==> src/phdma_pkg.sv <==
package phdma_pkg;
    localparam int PHDMA_DATA_W = 8;
    localparam int PHDMA_FIFO_DEPTH = 32;
    localparam logic [2:0] PHDMA_MODE_OUT2 = 3'h6;
    localparam logic [2:0] PHDMA_MODE_OUT1 = 3'h2;
    localparam logic [2:0] PHDMA_MODE_IN2 = 3'h5;
    localparam logic [2:0] PHDMA_MODE_IN1 = 3'h1;
    localparam logic [1:0] PHDMA_MODE_BIDIR_LOW = 2'h0;
    localparam logic [1:0] PHDMA_MODE_OFF_LOW = 2'h3;
    localparam logic PHDMA_CH_CAPTURE = 1'b0;
    localparam logic PHDMA_DIR_IN = 1'b1;
    localparam logic [7:0] PHDMA_DATA_RST = 8'h00;

    typedef enum logic [2:0] {
        PHDMA_OFF, PHDMA_IN2, PHDMA_IN1, PHDMA_OUT2, PHDMA_OUT1, PHDMA_BIDIR
    } phdma_mode_e;

    typedef struct packed {
        logic [2:0] mode_bits;
        logic dma_enable_active_low;
        logic dma_direction;
        logic dma_channel_select;
    } phdma_cfg_s;

    typedef struct packed {
        logic dma_request;
        logic input_ready;
        logic output_ready;
        logic port_oe;
    } phdma_stat_s;
endpackage

==> src/phdma_fifo.sv <==
`timescale 1ns/100ps
module phdma_fifo
    import phdma_pkg::*;
#(
    parameter int WIDTH = PHDMA_DATA_W,
    parameter int DEPTH = PHDMA_FIFO_DEPTH
)(
    input wire logic clock,
    input wire logic rstn,
    input wire logic in_valid,
    output logic in_ready,
    input wire logic [WIDTH-1:0] in_data,
    output logic out_valid,
    input wire logic out_ready,
    output logic [WIDTH-1:0] out_data
);
    localparam int AW = $clog2(DEPTH);
    logic [WIDTH-1:0] mem [DEPTH];
    logic [AW-1:0] wr_q;
    logic [AW-1:0] rd_q;
    logic [AW:0] cnt_q;
    logic [WIDTH-1:0] out_q;
    logic out_v_q;
    wire push = in_valid && in_ready;
    wire pop_out = out_valid && out_ready;
    wire mem_nonempty = cnt_q != '0;
    // Output register refills when empty or being drained
    wire load = mem_nonempty && (!out_v_q || pop_out);
    // The output register counts as a slot, so the buffer never holds more than DEPTH words
    assign in_ready = (cnt_q + (AW+1)'(out_v_q)) != (AW+1)'(DEPTH);
    assign out_valid = out_v_q;
    assign out_data = out_q;

    always_ff @(posedge clock)
    begin
        if (push)
        begin
            mem[wr_q] <= in_data;
        end
    end

    always_ff @(posedge clock)
    begin
        if (!rstn)
        begin
            wr_q <= '0;
            rd_q <= '0;
            cnt_q <= '0;
            out_q <= '0;
            out_v_q <= 1'b0;
        end
        else
        begin
            if (push)
            begin
                wr_q <= wr_q + 1'b1;
            end
            if (load)
            begin
                rd_q <= rd_q + 1'b1;
                out_q <= mem[rd_q];
            end
            cnt_q <= cnt_q + (AW+1)'(push) - (AW+1)'(load);
            if (load)
            begin
                out_v_q <= 1'b1;
            end
            else if (pop_out)
            begin
                out_v_q <= 1'b0;
            end
        end
    end
endmodule // phdma_fifo

==> src/phdma_port.sv <==
`timescale 1ns/100ps
module phdma_port
    import phdma_pkg::*;
(
    input wire logic clock,
    input wire logic rstn,
    input wire phdma_cfg_s cfg,
    input wire logic input_strobe,
    input wire logic output_strobe,
    input wire logic timer_capture_input,
    input wire logic [7:0] pin_in,
    output logic [7:0] pin_out,
    output logic [7:0] pin_oe,
    output logic input_ready,
    output logic output_ready,
    output logic capture_dma_channel,
    input wire logic dma_read,
    output logic [7:0] dma_rdata,
    input wire logic dma_write,
    input wire logic [7:0] dma_wdata,
    output logic dma_wready,
    output logic stream_valid,
    input wire logic stream_ready,
    output logic [7:0] stream_data
);
    // Mode decode
    wire dma_on = !cfg.dma_enable_active_low && cfg.dma_channel_select == PHDMA_CH_CAPTURE;
    wire m_in2 = cfg.mode_bits == PHDMA_MODE_IN2;
    wire m_in1 = cfg.mode_bits == PHDMA_MODE_IN1;
    wire m_out2 = cfg.mode_bits == PHDMA_MODE_OUT2;
    wire m_out1 = cfg.mode_bits == PHDMA_MODE_OUT1;
    wire m_bidir = cfg.mode_bits[1:0] == PHDMA_MODE_BIDIR_LOW;
    wire bd_in = m_bidir && cfg.dma_direction == PHDMA_DIR_IN;
    wire bd_out = m_bidir && cfg.dma_direction != PHDMA_DIR_IN;
    phdma_mode_e mode_d;
    phdma_mode_e mode_q;
    assign mode_d = m_in2 ? PHDMA_IN2 : m_in1 ? PHDMA_IN1 : m_out2 ? PHDMA_OUT2 :
        m_out1 ? PHDMA_OUT1 : m_bidir ? PHDMA_BIDIR : PHDMA_OFF;
    wire mode_entry = mode_d != mode_q;

    // Strobe synchronisers; the first stage feeds only the second
    logic [1:0] isync_q;
    logic [1:0] osync_q;
    logic [1:0] tsync_q;
    logic is_q;
    logic os_q;
    logic ts_q;
    wire is_rise = isync_q[1] && !is_q;
    wire os_rise = osync_q[1] && !os_q;
    wire os_fall = !osync_q[1] && os_q;
    wire ts_edge = tsync_q[1] != ts_q;

    logic ir_q;
    logic or_q;
    logic oe_q;
    logic req_q;
    logic [7:0] in_latch_q;
    logic [7:0] out_slave_q;
    logic [7:0] pin_q;
    logic [7:0] pin_d1_q;
    logic [7:0] pin_d2_q;
    logic wr_busy_q;

    // Input latch loads only while input_ready is high, and in the handshake modes only while the strobe is also low
    wire in_hs = (mode_q == PHDMA_IN2) || (mode_q == PHDMA_BIDIR && bd_in);
    wire in_load = in_hs ? (ir_q && !isync_q[1]) : (mode_q == PHDMA_IN1 && ir_q);
    wire out_hs = (mode_q == PHDMA_OUT2) || (mode_q == PHDMA_BIDIR && bd_out);
    wire in_rise_evt = in_hs && ir_q && is_rise;
    wire out_rise_evt = out_hs && os_rise;
    wire t_evt = ts_edge && (mode_q == PHDMA_OUT1 || mode_q == PHDMA_IN1);
    wire fifo_in_ready;
    wire slave_write = dma_write && fifo_in_ready;

    always_ff @(posedge clock)
    begin
        if (!rstn)
        begin
            mode_q <= PHDMA_OFF;
            // Idle-high start, so leaving reset shows no false rising edge
            isync_q <= '1;
            osync_q <= '1;
            tsync_q <= '1;
            is_q <= 1'b1;
            os_q <= 1'b1;
            ts_q <= 1'b1;
        end
        else
        begin
            mode_q <= mode_d;
            isync_q <= {isync_q[0], input_strobe};
            osync_q <= {osync_q[0], output_strobe};
            tsync_q <= {tsync_q[0], timer_capture_input};
            is_q <= isync_q[1];
            os_q <= osync_q[1];
            ts_q <= tsync_q[1];
        end
    end

    always_ff @(posedge clock)
    begin
        if (!rstn || !dma_on || mode_d == PHDMA_OFF)
        begin
            ir_q <= 1'b0;
            or_q <= 1'b0;
            oe_q <= 1'b0;
            req_q <= 1'b0;
            wr_busy_q <= 1'b0;
        end
        else if (mode_entry)
        begin
            ir_q <= 1'b1;
            or_q <= 1'b0;
            oe_q <= 1'b0;
            req_q <= 1'b0;
            wr_busy_q <= 1'b0;
        end
        else
        begin
            req_q <= in_rise_evt || out_rise_evt || t_evt;
            // Port read reopens loading; a read is one cycle so 1-line ready returns next edge
            if (in_rise_evt || (mode_q == PHDMA_IN1 && dma_read))
            begin
                ir_q <= 1'b0;
            end
            else if (dma_read)
            begin
                ir_q <= 1'b1;
            end
            else if (mode_q == PHDMA_IN1)
            begin
                ir_q <= 1'b1;
            end
            wr_busy_q <= slave_write;
            if (mode_q == PHDMA_OUT1 && slave_write)
            begin
                or_q <= 1'b0;
            end
            else if (out_rise_evt)
            begin
                or_q <= 1'b0;
            end
            else if (slave_write || (mode_q == PHDMA_OUT1 && wr_busy_q))
            begin
                or_q <= 1'b1;
            end
            if (mode_q == PHDMA_BIDIR && bd_out && os_fall)
            begin
                oe_q <= 1'b1;
            end
            else if (os_rise || mode_q != PHDMA_BIDIR || !bd_out)
            begin
                oe_q <= 1'b0;
            end
        end
    end

    always_ff @(posedge clock)
    begin
        if (!rstn)
        begin
            in_latch_q <= PHDMA_DATA_RST;
            out_slave_q <= PHDMA_DATA_RST;
            pin_q <= PHDMA_DATA_RST;
            pin_d1_q <= PHDMA_DATA_RST;
            pin_d2_q <= PHDMA_DATA_RST;
        end
        else
        begin
            // Pins delayed to line up with the synchronised strobe
            pin_d1_q <= pin_in;
            pin_d2_q <= pin_d1_q;
            if (in_load)
            begin
                in_latch_q <= pin_d2_q;
            end
            if (slave_write)
            begin
                out_slave_q <= dma_wdata;
            end
            // Pins update at strobe fall in bidir: previous transfer's data shown
            if (mode_q != PHDMA_BIDIR || os_fall)
            begin
                pin_q <= out_slave_q;
            end
        end
    end

    // Read data is a latch copy so input_ready low keeps it stable
    assign dma_rdata = in_latch_q;
    assign pin_out = pin_q;
    assign pin_oe = (mode_q == PHDMA_BIDIR) ? {8{oe_q}} :
        ((mode_q == PHDMA_OUT2 || mode_q == PHDMA_OUT1) ? 8'hff : 8'h00);
    assign input_ready = ir_q;
    assign output_ready = or_q;
    assign capture_dma_channel = req_q;
    assign dma_wready = fifo_in_ready;

    // Each port read also streams the latched input out through a buffer, except a read made while the buffer is full
    phdma_fifo #(.WIDTH(PHDMA_DATA_W), .DEPTH(PHDMA_FIFO_DEPTH)) u_fifo (
        .clock(clock),
        .rstn(rstn),
        .in_valid(dma_read),
        .in_ready(fifo_in_ready),
        .in_data(in_latch_q),
        .out_valid(stream_valid),
        .out_ready(stream_ready),
        .out_data(stream_data)
    );

    phdma_stat_s st;
    assign st = '{req_q, ir_q, or_q, oe_q};

    strobe_req_a: assert property (@(posedge clock) disable iff (!rstn)
        (dma_on && mode_q == mode_d && in_rise_evt) |=> st.dma_request && !st.input_ready)
        else $error("Input strobe edge did not request");
    read_ready_a: assert property (@(posedge clock) disable iff (!rstn)
        (dma_on && mode_q == PHDMA_IN2 && mode_d == PHDMA_IN2 && dma_read && !in_rise_evt)
        |=> input_ready)
        else $error("Port read did not set input ready");
    out_rise_a: assert property (@(posedge clock) disable iff (!rstn)
        (dma_on && mode_q == PHDMA_OUT2 && mode_d == PHDMA_OUT2 && out_rise_evt
        && !slave_write) |=> !output_ready && capture_dma_channel)
        else $error("Output strobe edge mishandled");
    write_ready_a: assert property (@(posedge clock) disable iff (!rstn)
        (dma_on && mode_q == PHDMA_OUT2 && mode_d == PHDMA_OUT2 && slave_write
        && !out_rise_evt) |=> output_ready)
        else $error("Slave write did not set output ready");
    one_out_a: assert property (@(posedge clock) disable iff (!rstn)
        (dma_on && mode_q == PHDMA_OUT1 && mode_d == PHDMA_OUT1 && slave_write)
        |=> !output_ready)
        else $error("Output ready not low during write");
    entry_bidir_a: assert property (@(posedge clock) disable iff (!rstn)
        (dma_on && mode_d == PHDMA_BIDIR && mode_q != PHDMA_BIDIR && mode_q != PHDMA_OFF)
        |=> input_ready && !output_ready && pin_oe == 8'h00)
        else $error("Bidirectional entry state wrong");
    reset_quiet_a: assert property (@(posedge clock) $past(!rstn)
        |-> !input_ready && !output_ready && !capture_dma_channel)
        else $error("Outputs active after reset");
    one_in_a: assert property (@(posedge clock) disable iff (!rstn)
        (dma_on && mode_q == PHDMA_IN1 && mode_d == PHDMA_IN1 && dma_read)
        |=> !input_ready ##1 input_ready)
        else $error("One-line input ready sequence wrong");
    tristate_a: assert property (@(posedge clock) disable iff (!rstn)
        (dma_on && mode_q == PHDMA_BIDIR && mode_d == PHDMA_BIDIR && os_rise)
        |=> pin_oe == 8'h00)
        else $error("Drivers not tristated on strobe rise");

    cov_in2_c: cover property (@(posedge clock) mode_q == PHDMA_IN2 && in_rise_evt);
    cov_out2_c: cover property (@(posedge clock) mode_q == PHDMA_OUT2 && out_rise_evt);
    cov_bidir_c: cover property (@(posedge clock) mode_q == PHDMA_BIDIR && oe_q);
    cov_full_c: cover property (@(posedge clock) !fifo_in_ready);
endmodule // phdma_port

==> config.mk <==
export PLATFORM = sky130hd
export DESIGN_NAME = phdma_port
export DESIGN_NICKNAME = d
export VERILOG_FILES = /design/src/phdma_pkg.sv /design/src/phdma_fifo.sv /design/src/phdma_port.sv
export SDC_FILE = /design/constraint.sdc
export NUM_CORES = 1
export LEC_CHECK = 0
export ABC_AREA = 1
export BUFFER_PORTS_ARGS = -buffer_cell sky130_fd_sc_hd__buf_2
export CAP_MARGIN = 40
export CORE_MARGIN = 1.5
export CORE_UTILIZATION = 55
export CTS_BUF_LIST = sky130_fd_sc_hd__clkbuf_8
export CTS_CLUSTER_DIAMETER = 80
export DETAILED_ROUTE_END_ITERATION = 8
export GPL_ROUTABILITY_DRIVEN = 0
export PLACE_DENSITY = 0.83
export SETUP_SLACK_MARGIN = 0.05
export SYNTH_ARGS = -nofsm -noshare
export SYNTH_HDL_FRONTEND = slang
export SYNTH_HIERARCHICAL = 1
export SYNTH_SLANG_ARGS = --single-unit
==> constraint.sdc <==
create_clock -name clock -period 2.9 [get_ports clock]
set_input_delay 0.145 -clock clock [delete_from_list [all_inputs] [get_ports clock]]
set_output_delay 0.145 -clock clock [all_outputs]
set_load 0.005 [all_outputs]
==> flow_metrics.env <==
export IMPL_status="finished, final reports clean"
export IMPL_pwr_share_comb_pct=25.2
export IMPL_syn_inst=1478
export IMPL_die_width_um=165
export IMPL_required_ns=3.40
export IMPL_viasPerCell=5.39
export IMPL_cap_violations=0
export IMPL_ys_types=32
export IMPL_fp_dieH_um=165
export IMPL_ios=67
export IMPL_finalSetupViolCount=0
export IMPL_cts_max_level=2
export IMPL_seq_area_um2=9340
export IMPL_mappedNetlistArea_um2=14400
export IMPL_clkSinkCount=338
export IMPL_yosys_top_cells_area="edfxtp_1 (54%), dfxtp_1 (11%), nand2_1 (11%)"
export IMPL_antenna_found_initial=0
export IMPL_yosysWarnings=6
export IMPL_clock_power_share_pct=30.5
export IMPL_cpMaxStageDelayCell="dfxtp_4"
export IMPL_rows=58
export IMPL_p_int_uw=8490
export IMPL_synth_area_per_cell_um2=9.72
export IMPL_globalRouteTotalUtil_pct=25.1
export IMPL_cp_arrival_ns=3.09
export IMPL_clk_latency_ns=0.58
export IMPL_yosysTopAreaCellShare_pct=53.5
export IMPL_numCtsBuffers=53
export IMPL_drt_wl_total_um=33400
export IMPL_power_density_nw_per_um2=756
export IMPL_wl_per_cell_um=16.7
export IMPL_critical_path_class="reg2reg"
export IMPL_cts_path_max_buffers=3
export IMPL_synth_enable_flop_cells=256
export IMPL_ys_flop_type="edfxtp_1"
export IMPL_async_reset_ff_share_pct=0
export IMPL_p_sw_share_pct=32.7
export IMPL_power_switching_uw=4120
export IMPL_grt_max_degree=107
export IMPL_min_period_ns=2.58
export IMPL_startpoint_type="flop"
export IMPL_finalHoldViolCount=0
export IMPL_postLayoutCoreUtil_pct=65.6
export IMPL_first_pass_iters=6
export IMPL_synth_top_area_cell="edfxtp_1"
export IMPL_ys_seq_area_share_pct=65.0
export IMPL_fmax_mhz=387
export IMPL_syn2layout_area_growth_pct=16.1
export IMPL_multi_input_area_um2=4090
export IMPL_clkTransAtPathRegs_ns=0.06
export IMPL_root_buffer="clkbuf_8"
export IMPL_hold_ws_ns=0.0313
export IMPL_drt_iter0_drc=1113
export IMPL_drive_above_1_share_pct=14.5
export IMPL_path_cells="ha_4 > ha_4 > nand2_1 > xor2_1 > nor2_1 > nand2_2 > nand2_4 > ha_4 > inv_1 > ha_4 > fa_2 > nand2_1 > inv_1 > nor2_1 > nor2_1 > nor2_1 > o21ai_1 > a21oi_1"
export IMPL_coreArea_um2=25400
export IMPL_drc_errors=0
export IMPL_rsz0062_at_grt="false"
export IMPL_ys_seq_elements=338
export IMPL_antenna_left=0
export IMPL_cp_max_fo=4
export IMPL_hold_class="in2reg"
export IMPL_synth_common_cells="nand2_1 (425), edfxtp_1 (256), nand3_1 (176), inv_1 (164), nor2_1 (158)"
export IMPL_fillCellCount=1861
export IMPL_port_buffers=66
export IMPL_fin_nets=1673
export IMPL_cp_end_kind="flop"
export IMPL_cts_tree="done"
export IMPL_syn_nets=1527
export IMPL_diodes=0
export IMPL_skew_ns=0.0175
export IMPL_p_leak_uw=0.00733
export IMPL_ir_drop_mv=0.455
export IMPL_setup_tns_ns=0
export IMPL_grt_pass1_vias=10454
export IMPL_grt_pass1_wl_um=52700
export IMPL_via_count=10764
export IMPL_relSlewSlack_pct=46.2
export IMPL_initial_utilization_pct=56.5
export IMPL_post_route_period_util_pct=89.0
export IMPL_slew_viol_final=0
export IMPL_grt_overflow=0
export IMPL_slowest_delay_ns=0.36
export IMPL_worst_slew_pin_slew_ns=0.807
export IMPL_p_seq_share_pct=44.4
export IMPL_die_area_um2=27100
export IMPL_hpwl_um=20700
export IMPL_synth_most_common_cell="nand2_1"
[layout make-up]
type / count / share of cell area, %
Clock buffer: 60 / 4.96
Inverter: 175 / 3.95
Timing Repair Buffer: 159 / 6.83
Tap cell: 330 / 2.48
Clock inverter: 37 / 1.21
Multi-Input combinational cell: 897 / 24.5
Sequential cell: 338 / 56.1
[worst paths after layout]
check	start	to	slack (ns)	cells after the start
worst max-delay path	u_fifo/cnt_q[0]	u_fifo/cnt_q[4]	0.32	18
worst min-delay path	dma_write	wr_busy_q	0.03	3
worst max register to register	u_fifo/cnt_q[0]	u_fifo/cnt_q[4]	0.32	18
worst min register to register	pin_d1_q[7]	pin_d2_q[7]	0.41	2
[critical path, delay by kind of cell (launching register included)]
kind                     cells  cell delay, ns
XOR/XNOR                     1            0.14
adder cells (fa/ha/maj)      5            1.10
flip-flops                   1            0.36
buffers and inverters        2            0.11
AND/OR/NAND/NOR              8            0.61
AO/OA/AOI/OAI                2            0.18
[power by group through the flow]
stage	clock network [µW]	registers [µW]	logic [µW]
after floorplan	0	5600	2200
after global placement	0	5670	2860
after detailed placement	0	5670	2980
after CTS	3890	5580	3040
after global routing	4110	5620	3520
final	3840	5590	3170
[layer usage]
layer	vias up	global-route usage [%]	share of wire (%)
li1	5088	-	-
met1	5017	32.1	39
met2	568	43.0	49
met3	91	4.47	9.2
met4	0	9.01	2.7
met5	-	0	0
[cell usage in the layout, fill, tap and decap left out, types with 2 or more instances in the layout]
cell	synthesis	routed
dfxtp_2	0	4
buf_8	0	3
o21ai_0	35	34
nor3_1	3	2
nand2_1	425	425
edfxtp_1	256	256
buf_2	38	66
nand2_4	1	2
nor2_1	158	158
nor3b_1	2	2
inv_1	164	189
bufinv_16	0	2
dfxtp_1	82	76
dlygate4sd3_1	0	30
clkinv_2	0	5
clkinv_1	3	7
dfxtp_4	0	2
buf_4	11	59
xor2_1	5	5
inv_2	8	8
or2_2	8	8
clkbuf_8	0	60
ha_1	18	13
nor2_4	2	2
nand4_1	10	10
nand3_1	176	176
a21oi_1	36	36
ha_4	0	4
nand2_2	10	9
[sequential cells by signal, summed over array words and instances, names as in the netlist]
signal / count
capture_dma_channel: 1
dma_rdata: 8
input_ready: 1
is_q: 1
isync_q: 2
mode_q: 3
oe_q: 1
os_q: 1
osync_q: 2
out_slave_q: 8
output_ready: 1
pin_d1_q: 8
pin_d2_q: 8
pin_out: 8
ts_q: 1
tsync_q: 2
u_fifo/cnt_q: 6
u_fifo/mem: 256
u_fifo/out_data: 8
u_fifo/out_valid: 1
u_fifo/rd_q: 5
u_fifo/wr_q: 5
wr_busy_q: 1
[timing repair]
action,CTS,global route
endpoints found under the hold margin,28,0
pin swaps,0,5
endpoints found under the setup margin,1,1
hold buffers,30,0
resized for setup,3,14
setup buffers,0,6
[cells by family (layout without fill, tap and decap cells)]
| logic type | Yosys count | after routing | synth area share, % |
|---|---|---|---|
| DFF | 338 | 338 | 65.0 |
| and+or+nand+nor | 800 | 800 | 23.4 |
| adders and majority gates | 19 | 19 | 1.71 |
| xor gates and xnor gates | 5 | 5 | 0.305 |
| buffers and inverters | 243 | 431 | 7.02 |
| AOI/OAI and AO/OA | 73 | 73 | 2.61 |
[per-stage QoR]
step                      std cells  instance area, µm²  setup WS, ns  total power (µW)
after floorplan                1478               14400         0.195              7790
after global placement         1860               15200         0.142              8530
after detailed placement       1863               15200        0.0252              8650
after CTS                      1990               16600        0.0528             12500
after global routing           1996               16700        0.0497             13200
final                          1996               16700         0.318             12600
Note: power is estimated with default switching activity, not from simulation.
